--- src/rtcc_pkg.sv ---
package rtcc_pkg;

    // ************************************************************
    // Register indices; the byte address is four times the index.
    // ************************************************************
    localparam logic [3:0] IDX_SEC = 4'h0;
    localparam logic [3:0] IDX_MIN = 4'h1;
    localparam logic [3:0] IDX_HOUR = 4'h2;
    localparam logic [3:0] IDX_WEEK = 4'h3;
    localparam logic [3:0] IDX_DATE = 4'h4;
    localparam logic [3:0] IDX_MONTH = 4'h5;
    localparam logic [3:0] IDX_YEAR = 4'h6;
    localparam logic [3:0] IDX_SCRATCH = 4'h7;
    localparam logic [3:0] IDX_EXT = 4'hd;
    localparam logic [3:0] IDX_CTRL = 4'hf;
    localparam int IDX_LSB = 2;
    localparam int IDX_MSB = 5;

    // ************************************************************
    // Writable bit masks; the other bits read as zero.
    // ************************************************************
    localparam logic [7:0] MASK_SEC = 8'h7f;
    localparam logic [7:0] MASK_MIN = 8'h7f;
    localparam logic [7:0] MASK_HOUR = 8'h3f;
    localparam logic [7:0] MASK_WEEK = 8'h7f;
    localparam logic [7:0] MASK_DATE = 8'h3f;
    localparam logic [7:0] MASK_MONTH = 8'h1f;
    localparam logic [7:0] MASK_FULL = 8'hff;
    localparam int STOP_BIT = 1;

    // ************************************************************
    // Counter limits in packed BCD.
    // ************************************************************
    localparam logic [7:0] BCD_ZERO = 8'h00;
    localparam logic [7:0] BCD_ONE = 8'h01;
    localparam logic [7:0] SEC_LAST = 8'h59;
    localparam logic [7:0] MIN_LAST = 8'h59;
    localparam logic [7:0] HOUR_LAST = 8'h23;
    localparam logic [7:0] MONTH_LAST = 8'h12;
    localparam logic [7:0] YEAR_LAST = 8'h99;
    localparam logic [7:0] DAYS_LONG = 8'h31;
    localparam logic [7:0] DAYS_SHORT = 8'h30;
    localparam logic [7:0] DAYS_FEB = 8'h28;
    localparam logic [7:0] DAYS_FEB_LEAP = 8'h29;
    localparam logic [7:0] MON_FEB = 8'h02;
    localparam logic [7:0] MON_APR = 8'h04;
    localparam logic [7:0] MON_JUN = 8'h06;
    localparam logic [7:0] MON_SEP = 8'h09;
    localparam logic [7:0] MON_NOV = 8'h11;
    localparam logic [3:0] BCD_NINE = 4'h9;
    localparam logic [6:0] WEEK_FIRST = 7'h01;

    // ************************************************************
    // Reset values and timing.
    // ************************************************************
    localparam logic [7:0] RST_YEAR = 8'h01;
    localparam logic [7:0] RST_WEEK = 8'h01;
    localparam int CLK_HZ = 250_000_000;
    localparam int SRC_HZ = 4096;
    localparam int TICKS_PER_4096HZ = CLK_HZ / SRC_HZ;
    localparam int SUB_W = 12;
    localparam int DIV64_W = 6;

    localparam logic [1:0] RESP_OKAY = 2'b00;
    localparam logic [1:0] RESP_SLVERR = 2'b10;

    typedef enum logic [1:0] {
        RTCC_SRC_4096HZ = 2'b00,
        RTCC_SRC_64HZ = 2'b01,
        RTCC_SRC_SECOND = 2'b10,
        RTCC_SRC_MINUTE = 2'b11
    } rtcc_tsrc_t;

endpackage : rtcc_pkg

--- src/rtcc_div.sv ---
`timescale 1ns/1ps
module rtcc_div #(
    parameter int CLK_PER_TICK = rtcc_pkg::TICKS_PER_4096HZ
) (
    input wire logic clk_sys, // System clock.
    input wire logic srst, // Synchronous reset, active high.
    input wire logic hold, // Holds the sub-second stages cleared.
    output logic tick_4096, // One-cycle pulse at 4096 Hz.
    output logic tick_64, // One-cycle pulse at 64 Hz.
    output logic tick_1hz // One-cycle pulse once per second.
);

    localparam int PW = $clog2(CLK_PER_TICK);

    if (CLK_PER_TICK < 2)
    begin : g_chk
        $error("rtcc_div: CLK_PER_TICK must be at least 2");
    end

    typedef struct packed {
        logic [PW-1:0] presc;
        logic [rtcc_pkg::SUB_W-1:0] sub;
        logic t4096;
        logic t64;
        logic t1;
    } rtcc_div_st_t;

    rtcc_div_st_t s;
    rtcc_div_st_t next_s;

    // The prescaler keeps running while held, so the fastest source
    // stays alive; only the 2048 Hz to 1 Hz stages are cleared.
    always_comb
    begin
        next_s = s;
        next_s.t4096 = 1'b0;
        next_s.t64 = 1'b0;
        next_s.t1 = 1'b0;
        if (s.presc == PW'(CLK_PER_TICK - 1))
        begin
            next_s.presc = '0;
            next_s.t4096 = 1'b1;
            next_s.sub = s.sub + 1'b1;
            next_s.t64 = !hold && (&s.sub[rtcc_pkg::DIV64_W-1:0]);
            next_s.t1 = !hold && (&s.sub);
        end
        else
        begin
            next_s.presc = s.presc + 1'b1;
        end
        if (hold)
        begin
            next_s.sub = '0;
        end
    end

    always_ff @(posedge clk_sys)
    begin
        if (srst)
        begin
            s <= '0;
        end
        else
        begin
            s <= next_s;
        end
    end

    assign tick_4096 = s.t4096;
    assign tick_64 = s.t64;
    assign tick_1hz = s.t1;

endmodule : rtcc_div

--- src/rtcc_top.sv ---
// Functional notes
// - Two-bit select picks timer source tick.
// - Scratch byte stores any 8-bit value.
// - Unused register bits ignore writes, read zero.
// - Seconds, minutes, hours kept as packed BCD.
// - Seconds count 00 to 59, then 00.
// - Minutes count 00 to 59, then 00.
// - Hours count 00 to 23, then 00.
// - Weekday one-hot, rotates left, 40h to 01h.
// - Weekday codes Sunday 01h to Saturday 40h.
// - Calendar correct from 2001 through 2099.
// - Date, month, year kept as packed BCD.
// - Date wraps after 31, 30 or 28.
// - Year multiple of four: February reaches 29.
// - Month counts 01 to 12, then 01.
// - Year counts 00 to 99, then 00.
// - Stop holds counters and 2048 Hz to 1 Hz divider stages.
`timescale 1ns/1ps
module rtcc_top #(
    parameter int ADDR_W = 8,
    parameter int CLK_PER_TICK = rtcc_pkg::TICKS_PER_4096HZ
) (
    input wire logic clk_sys, // System clock, 250 MHz.
    input wire logic srst, // Synchronous reset, active high.
    input wire logic [ADDR_W-1:0] s_axi_awaddr, // Write address.
    input wire logic s_axi_awvalid, // Write address valid.
    output logic s_axi_awready, // Write address ready.
    input wire logic [31:0] s_axi_wdata, // Write data.
    input wire logic [3:0] s_axi_wstrb, // Write byte strobes.
    input wire logic s_axi_wvalid, // Write data valid.
    output logic s_axi_wready, // Write data ready.
    output logic [1:0] s_axi_bresp, // Write response.
    output logic s_axi_bvalid, // Write response valid.
    input wire logic s_axi_bready, // Write response ready.
    input wire logic [ADDR_W-1:0] s_axi_araddr, // Read address.
    input wire logic s_axi_arvalid, // Read address valid.
    output logic s_axi_arready, // Read address ready.
    output logic [31:0] s_axi_rdata, // Read data.
    output logic [1:0] s_axi_rresp, // Read response.
    output logic s_axi_rvalid, // Read data valid.
    input wire logic s_axi_rready, // Read data ready.
    output logic tmr_src_tick // Selected timer source pulse.
);

    if (ADDR_W < rtcc_pkg::IDX_MSB + 1)
    begin : g_chk
        $error("rtcc_top: ADDR_W too small for the register map");
    end

    // ************************************************************
    // State.
    // ************************************************************
    typedef struct packed {
        logic awready;
        logic wready;
        logic aw_got;
        logic w_got;
        logic [3:0] widx;
        logic wbad;
        logic [7:0] wbyte;
        logic wlane;
        logic bvalid;
        logic [1:0] bresp;
        logic arready;
        logic rvalid;
        logic [7:0] rdata;
        logic [1:0] rresp;
        logic [7:0] sec;
        logic [7:0] min;
        logic [7:0] hour;
        logic [7:0] week;
        logic [7:0] date;
        logic [7:0] month;
        logic [7:0] year;
        logic [7:0] scratch;
        rtcc_pkg::rtcc_tsrc_t tsel;
        logic stop;
        logic src_tick;
    } rtcc_st_t;

    rtcc_st_t s;
    rtcc_st_t next_s;
    logic tick_4096;
    logic tick_64;
    logic tick_1hz;
    logic tick;
    logic wr_en;
    logic c_sec;
    logic c_min;
    logic c_hour;
    logic c_date;
    logic c_month;

    rtcc_div #(
        .CLK_PER_TICK(CLK_PER_TICK)
    ) u_div (
        .clk_sys(clk_sys),
        .srst(srst),
        .hold(s.stop),
        .tick_4096(tick_4096),
        .tick_64(tick_64),
        .tick_1hz(tick_1hz)
    );

    // ************************************************************
    // Helpers.
    // ************************************************************
    function automatic logic idx_ok(input logic [ADDR_W-1:0] a);
        logic [3:0] i;
        i = a[rtcc_pkg::IDX_MSB:rtcc_pkg::IDX_LSB];
        idx_ok = (a[1:0] == 2'b00) && (a >> (rtcc_pkg::IDX_MSB + 1)) == '0
            && (i <= rtcc_pkg::IDX_SCRATCH || i == rtcc_pkg::IDX_EXT
            || i == rtcc_pkg::IDX_CTRL);
    endfunction : idx_ok

    function automatic logic [7:0] bcd_inc(input logic [7:0] v,
        input logic [7:0] last, input logic [7:0] first);
        if (v == last)
        begin
            bcd_inc = first;
        end
        else if (v[3:0] == rtcc_pkg::BCD_NINE)
        begin
            bcd_inc = {v[7:4] + 4'h1, 4'h0};
        end
        else
        begin
            bcd_inc = v + 8'h01;
        end
    endfunction : bcd_inc

    function automatic logic is_leap(input logic [7:0] y);
        if (y[4])
        begin
            is_leap = (y[3:0] == 4'h2) || (y[3:0] == 4'h6);
        end
        else
        begin
            is_leap = (y[3:0] == 4'h0) || (y[3:0] == 4'h4) || (y[3:0] == 4'h8);
        end
    endfunction : is_leap

    function automatic logic [7:0] last_day(input logic [7:0] m,
        input logic [7:0] y);
        case (m)
            rtcc_pkg::MON_FEB: last_day = is_leap(y) ? rtcc_pkg::DAYS_FEB_LEAP
                : rtcc_pkg::DAYS_FEB;
            rtcc_pkg::MON_APR,
            rtcc_pkg::MON_JUN,
            rtcc_pkg::MON_SEP,
            rtcc_pkg::MON_NOV: last_day = rtcc_pkg::DAYS_SHORT;
            default: last_day = rtcc_pkg::DAYS_LONG;
        endcase
    endfunction : last_day

    function automatic logic [7:0] rd_mux(input rtcc_st_t t, input logic [3:0] i);
        case (i)
            rtcc_pkg::IDX_SEC: rd_mux = t.sec;
            rtcc_pkg::IDX_MIN: rd_mux = t.min;
            rtcc_pkg::IDX_HOUR: rd_mux = t.hour;
            rtcc_pkg::IDX_WEEK: rd_mux = t.week;
            rtcc_pkg::IDX_DATE: rd_mux = t.date;
            rtcc_pkg::IDX_MONTH: rd_mux = t.month;
            rtcc_pkg::IDX_YEAR: rd_mux = t.year;
            rtcc_pkg::IDX_SCRATCH: rd_mux = t.scratch;
            rtcc_pkg::IDX_EXT: rd_mux = {6'h00, t.tsel};
            rtcc_pkg::IDX_CTRL: rd_mux = 8'(t.stop) << rtcc_pkg::STOP_BIT;
            default: rd_mux = 8'h00;
        endcase
    endfunction : rd_mux

    // ************************************************************
    // Next state.
    // ************************************************************
    always_comb
    begin
        next_s = s;
        tick = tick_1hz && !s.stop;
        c_sec = tick && (s.sec == rtcc_pkg::SEC_LAST);
        c_min = c_sec && (s.min == rtcc_pkg::MIN_LAST);
        c_hour = c_min && (s.hour == rtcc_pkg::HOUR_LAST);
        c_date = c_hour && (s.date == last_day(s.month, s.year));
        c_month = c_date && (s.month == rtcc_pkg::MONTH_LAST);
        wr_en = s.aw_got && s.w_got && !s.bvalid;

        if (tick)
        begin
            next_s.sec = bcd_inc(s.sec, rtcc_pkg::SEC_LAST, rtcc_pkg::BCD_ZERO);
        end
        if (c_sec)
        begin
            next_s.min = bcd_inc(s.min, rtcc_pkg::MIN_LAST, rtcc_pkg::BCD_ZERO);
        end
        if (c_min)
        begin
            next_s.hour = bcd_inc(s.hour, rtcc_pkg::HOUR_LAST, rtcc_pkg::BCD_ZERO);
        end
        if (c_hour)
        begin
            next_s.week = {1'b0, s.week[5:0], s.week[6]};
            next_s.date = bcd_inc(s.date, last_day(s.month, s.year),
                rtcc_pkg::BCD_ONE);
        end
        if (c_date)
        begin
            next_s.month = bcd_inc(s.month, rtcc_pkg::MONTH_LAST, rtcc_pkg::BCD_ONE);
        end
        if (c_month)
        begin
            next_s.year = bcd_inc(s.year, rtcc_pkg::YEAR_LAST, rtcc_pkg::BCD_ZERO);
        end

        case (s.tsel)
            rtcc_pkg::RTCC_SRC_4096HZ: next_s.src_tick = tick_4096;
            rtcc_pkg::RTCC_SRC_64HZ: next_s.src_tick = tick_64;
            rtcc_pkg::RTCC_SRC_SECOND: next_s.src_tick = tick;
            rtcc_pkg::RTCC_SRC_MINUTE: next_s.src_tick = c_sec;
            default: next_s.src_tick = 1'b0;
        endcase

        // Address and data are taken in either order and held.
        if (s.awready && s_axi_awvalid)
        begin
            next_s.aw_got = 1'b1;
            next_s.widx = s_axi_awaddr[rtcc_pkg::IDX_MSB:rtcc_pkg::IDX_LSB];
            next_s.wbad = !idx_ok(s_axi_awaddr);
        end
        if (s.wready && s_axi_wvalid)
        begin
            next_s.w_got = 1'b1;
            next_s.wbyte = s_axi_wdata[7:0];
            next_s.wlane = s_axi_wstrb[0];
        end
        // A software write overrides the count step of that register.
        if (wr_en)
        begin
            next_s.aw_got = 1'b0;
            next_s.w_got = 1'b0;
            next_s.bvalid = 1'b1;
            next_s.bresp = s.wbad ? rtcc_pkg::RESP_SLVERR : rtcc_pkg::RESP_OKAY;
            if (!s.wbad && s.wlane)
            begin
                case (s.widx)
                    rtcc_pkg::IDX_SEC: next_s.sec = s.wbyte & rtcc_pkg::MASK_SEC;
                    rtcc_pkg::IDX_MIN: next_s.min = s.wbyte & rtcc_pkg::MASK_MIN;
                    rtcc_pkg::IDX_HOUR: next_s.hour = s.wbyte & rtcc_pkg::MASK_HOUR;
                    rtcc_pkg::IDX_WEEK: next_s.week = s.wbyte & rtcc_pkg::MASK_WEEK;
                    rtcc_pkg::IDX_DATE: next_s.date = s.wbyte & rtcc_pkg::MASK_DATE;
                    rtcc_pkg::IDX_MONTH: next_s.month = s.wbyte & rtcc_pkg::MASK_MONTH;
                    rtcc_pkg::IDX_YEAR: next_s.year = s.wbyte & rtcc_pkg::MASK_FULL;
                    rtcc_pkg::IDX_SCRATCH: next_s.scratch = s.wbyte;
                    rtcc_pkg::IDX_EXT: next_s.tsel = rtcc_pkg::rtcc_tsrc_t'(s.wbyte[1:0]);
                    rtcc_pkg::IDX_CTRL: next_s.stop = s.wbyte[rtcc_pkg::STOP_BIT];
                    default: next_s.stop = s.stop;
                endcase
            end
        end
        if (s.bvalid && s_axi_bready)
        begin
            next_s.bvalid = 1'b0;
        end
        next_s.awready = !next_s.aw_got && !next_s.bvalid;
        next_s.wready = !next_s.w_got && !next_s.bvalid;

        // Reads answer one cycle after the address is taken.
        if (s.arready && s_axi_arvalid)
        begin
            next_s.rvalid = 1'b1;
            if (idx_ok(s_axi_araddr))
            begin
                next_s.rdata = rd_mux(s,
                    s_axi_araddr[rtcc_pkg::IDX_MSB:rtcc_pkg::IDX_LSB]);
                next_s.rresp = rtcc_pkg::RESP_OKAY;
            end
            else
            begin
                next_s.rdata = 8'h00;
                next_s.rresp = rtcc_pkg::RESP_SLVERR;
            end
        end
        else if (s.rvalid && s_axi_rready)
        begin
            next_s.rvalid = 1'b0;
        end
        next_s.arready = !next_s.rvalid;
    end

    always_ff @(posedge clk_sys)
    begin
        if (srst)
        begin
            s <= '0;
            s.week <= rtcc_pkg::RST_WEEK;
            s.date <= rtcc_pkg::BCD_ONE;
            s.month <= rtcc_pkg::BCD_ONE;
            s.year <= rtcc_pkg::RST_YEAR;
            s.tsel <= rtcc_pkg::RTCC_SRC_4096HZ;
        end
        else
        begin
            s <= next_s;
        end
    end

    assign s_axi_awready = s.awready;
    assign s_axi_wready = s.wready;
    assign s_axi_bvalid = s.bvalid;
    assign s_axi_bresp = s.bresp;
    assign s_axi_arready = s.arready;
    assign s_axi_rvalid = s.rvalid;
    assign s_axi_rdata = {24'h00_0000, s.rdata};
    assign s_axi_rresp = s.rresp;
    assign tmr_src_tick = s.src_tick;
endmodule : rtcc_top

--- config.mk ---
export PLATFORM = sky130hd
export DESIGN_NAME = rtcc_top
export DESIGN_NICKNAME = d
export VERILOG_FILES = /design/src/rtcc_pkg.sv /design/src/rtcc_div.sv /design/src/rtcc_top.sv
export SDC_FILE = /design/constraint.sdc
export NUM_CORES = 1
export LEC_CHECK = 0
export BUFFER_PORTS_ARGS = -buffer_cell sky130_fd_sc_hd__buf_2
export CAP_MARGIN = 25
export CORE_MARGIN = 2
export CORE_UTILIZATION = 58
export DETAILED_ROUTE_END_ITERATION = 7
export GPL_ROUTABILITY_DRIVEN = 0
export GPL_TIMING_DRIVEN = 0
export MAX_ROUTING_LAYER = met4
export PLACE_DENSITY = 0.89
export SLEW_MARGIN = 20
export SYNTH_ARGS = -nofsm -noshare
export SYNTH_HDL_FRONTEND = slang
export SYNTH_SLANG_ARGS = --single-unit
--- constraint.sdc ---
create_clock -name clk_sys -period 3.3 [get_ports clk_sys]
set_clock_uncertainty 0.05 [all_clocks]
set_input_delay 0.165 -clock clk_sys [delete_from_list [all_inputs] [get_ports clk_sys]]
set_output_delay 0.165 -clock clk_sys [all_outputs]
set_load 0.005 [all_outputs]
==> out/metrics.cfg <==
[placed_design]
place_hpwl_mm = 15.0
dpl_worst_slack_ns = 0.0478
postPlaceCellArea_mm2 = 0.00808
io_buffers = 44

[yosys]
synth_edf_count = 0
synthCells = 951
synth_top_area_share_pct = 34.5
synthArstFlopShare_pct = 0
ys_seq_area_share_pct = 34.5
syn_area_mm2 = 0.00755
synthTopCellsByArea = dfxtp_1 (34%), nor2_1 (5.8%), nand2_1 (5.8%), a21oi_1 (4.0%), ha_1 (3.8%)
synth-seq-cells = 130
synth.distinct_cells = 71
synth_top_flop_cell = dfxtp_1
synth_area_per_cell_um2 = 7.94
yosysTopAreaCell = dfxtp_1
ys_warn_count = 0

[clock_network]
cts_tree = done
post_cts_buffers = 0
clk_latency_ns = 0.43
clock_path_buffers = 2
cts_buffers = 17
htree_levels = 4
clock-sinks = 130
cts-root-buf = clkbuf_16
clk_transition_reported_paths_ns = 0.06

[power]
p_per_area_mw_per_mm2 = 421
vdd.ir_drop.worst_v = 0.000368
p_leak_uw = 0.00341

[drt]
drt_iter0_drc = 947
vias = 7691
top_layer = met4
wl_met2_mm = 9.89
met1Wirelength_mm = 8.63
ant_nets = 0
dr_wl_met3_mm = 2.72
wl_per_cell_um = 17.8
finalWirelength_mm = 22.1
drc = 0
first_pass_iters = 6
vias_per_cell = 6.20

[worst_setup_path]
path_class = reg2reg
rr_worst_depth = 10
critPathMaxFanout = 10
cp.arrival_ns = 3.46
endpoint_kind = flop
cp-start-kind = flop
critPathRequiredTime_ns = 3.58

[global_route]
grt_max_degree = 17
grt_pass1_vias = 7094
grt_remaining_overflow = 0
grt_pass1_wl_mm = 35.4
antenna_found_initial = 0
groute.usage.overall_pct = 32.8

[timing]
slew_viol_final = 0
rsz0062_at_grt = no
hold_viol_final = 0
finalSetupViolations = 0
fin_tns_setup_ns = 0
max_freq_mhz = 315
fin_ws_ns = 0.122
worstMarginPinSlew_ns = 0.896
min_period_ns = 3.18
maxSlewHeadroom_pct = 39.8
finalCritPeriodShare_pct = 96.3

[finish]
diodes = 0
fin_nets = 1139
area_delta_synth_final_pct = 17.4
stdcell_area_mm2 = 0.00886
drive_gt1_share_pct = 14.7

[floorplan]
top_level_ports = 101
die_area_mm2 = 0.0139
die_x_um = 118
start_util_pct = 59.6
fp-row-count = 41
fp.coreArea_mm2 = 0.0127
chipHeight_um = 118

[min_path]
min_path_cells = 3
hp-class = in2reg

[run_status]
status = complete, no violations

[run]
maxCapViolations = 0

==> final cells by class <==
class | instances | area [um2]
clock inverters | 11 | 130
flip-flops and latches | 130 | 2600
repair buffers | 62 | 400
inverters | 21 | 78.8
plain buffers | 95 | 546
well taps | 172 | 215
multi-input cells | 730 | 4440
clock buffers | 20 | 457
fillers | 978 | 3810
==> synth_stat cells, types with 7 or more instances <==
cell / instances
a211oi_1: 23
a21oi_1: 60
a22oi_1: 17
a311oi_1: 7
and3_1: 10
buf_2: 9
buf_4: 37
clkbuf_1: 39
dfxtp_1: 130
ha_1: 23
inv_1: 21
mux2i_1: 23
nand2_1: 116
nand2b_1: 9
nand3_1: 35
nand4_1: 14
nor2_1: 117
nor2b_1: 18
nor3_1: 32
nor4_1: 14
o21ai_0: 30
or3_1: 11
or4_1: 7
xnor2_1: 14
xor2_1: 24
==> power breakdown <==
part | switching (uW) | total, uW | internal [uW]
clock | 723 | 1870 | 1150
combinational | 150 | 248 | 97.1
sequential | 20.4 | 1610 | 1590
==> cell usage in the layout, fill, tap and decap left out, types with 6 or more instances in the layout <==
| cell | netlist | layout |
|---|---|---|
| a22oi_1 | 17 | 17 |
| nand3_1 | 35 | 35 |
| nand3b_1 | 6 | 6 |
| dlygate4sd3_1 | 0 | 18 |
| nor3_1 | 32 | 31 |
| conb_1 | 1 | 26 |
| clkbuf_1 | 39 | 39 |
| dfxtp_1 | 130 | 130 |
| mux2i_1 | 23 | 23 |
| mux2_2 | 6 | 6 |
| xor2_1 | 24 | 24 |
| nor2b_1 | 18 | 18 |
| and2_1 | 6 | 6 |
| or4_1 | 7 | 7 |
| nand4_1 | 14 | 14 |
| xnor2_1 | 14 | 14 |
| nor4_1 | 14 | 14 |
| and3_1 | 10 | 10 |
| a21oi_1 | 60 | 60 |
| nand2_1 | 116 | 116 |
| clkbuf_16 | 0 | 17 |
| nand2b_1 | 9 | 9 |
| buf_2 | 9 | 53 |
| o21ai_0 | 30 | 30 |
| nor2_1 | 117 | 117 |
| a311oi_1 | 7 | 7 |
| ha_1 | 23 | 23 |
| a211oi_1 | 23 | 22 |
| buf_4 | 37 | 37 |
| or3_1 | 11 | 11 |
| inv_1 | 21 | 21 |
==> state kept, by name (all words and copies together), names as in the netlist <==
| name | flops |
|---|---|
| s | 83 |
| u_div.s | 28 |
| s_axi_rdata | 8 |
| s_axi_arready | 1 |
| s_axi_awready | 1 |
| s_axi_bresp | 1 |
| s_axi_bvalid | 1 |
| s_axi_rresp | 1 |
| s_axi_rvalid | 1 |
| s_axi_wready | 1 |
| tmr_src_tick | 1 |
| u_div.tick_1hz | 1 |
| u_div.tick_4096 | 1 |
| u_div.tick_64 | 1 |
==> worst paths after layout <==
kind                               start  slack [ns]                           to
min                        s_axi_awvalid        0.06             s[98]$_SDFF_PP0_
min reg2reg  s_axi_rdata[7]$_SDFFE_PP0P_        0.40  s_axi_rdata[7]$_SDFFE_PP0P_
max reg2reg             s[24]$_SDFF_PP0_        0.12             s[21]$_SDFF_PP0_
max                     s[24]$_SDFF_PP0_        0.12             s[21]$_SDFF_PP0_
==> stage by stage <==
| stage | total power [uW] | std cells | util, % | hold WS, ns |
|---|---|---|---|---|
| 3_3_place_gp | 1860 | 1192 | 63.8 | 0.361 |
| 6_report | 3730 | 1241 | 70.0 | 0.0601 |
| 5_1_grt | 3830 | 1241 | 70.0 | 0.0521 |
| 2_1_floorplan | 1790 | 976 | - | 0.251 |
| 4_1_cts | 3740 | 1241 | 69.9 | 0.0378 |
| 3_5_place_dp | 1860 | 1192 | 63.8 | 0.363 |
==> what timing repair did <==
action                                  in CTS  in global routing
hold buffers                                18                  0
pin swaps                                    0                  1
hold endpoints to repair                    16                  0
resized for setup                            1                  3
endpoints found under the setup margin       2                  3
cloned                                       0                  0
==> metal layers <==
metal / GRT usage [%] / vias up
li1: - / 3536
met2: 50.1 / 515
met4: 14.5 / 0
met1: 39.8 / 3546
met3: 10.1 / 94
met5: - / -
==> critical path: stages, from the launching register on <==
cell	delay, ns
dfxtp_1	0.54
inv_1	0.09
ha_1	0.25
nand3b_1	0.13
nor4_1	0.06
a211o_1	0.36
or3_1	0.42
buf_6	0.18
a211oi_4	0.51
o2111ai_1	0.20
a311oi_1	0.29
==> cells by family after synthesis <==
| logic type | Yosys count | share of synthesized area, % |
|---|---|---|
| DFF | 130 | 34.5 |
| and+or+nand+nor | 414 | 26.3 |
| xor gates and xnor gates | 38 | 4.41 |
| other | 1 | 0.0497 |
| buffers and inverters | 116 | 8.25 |
| muxes | 33 | 5.14 |
| AOI/OAI and AO/OA | 196 | 17.6 |
| adders and majority gates | 23 | 3.81 |
Note: power is estimated with default switching activity, not from simulation.
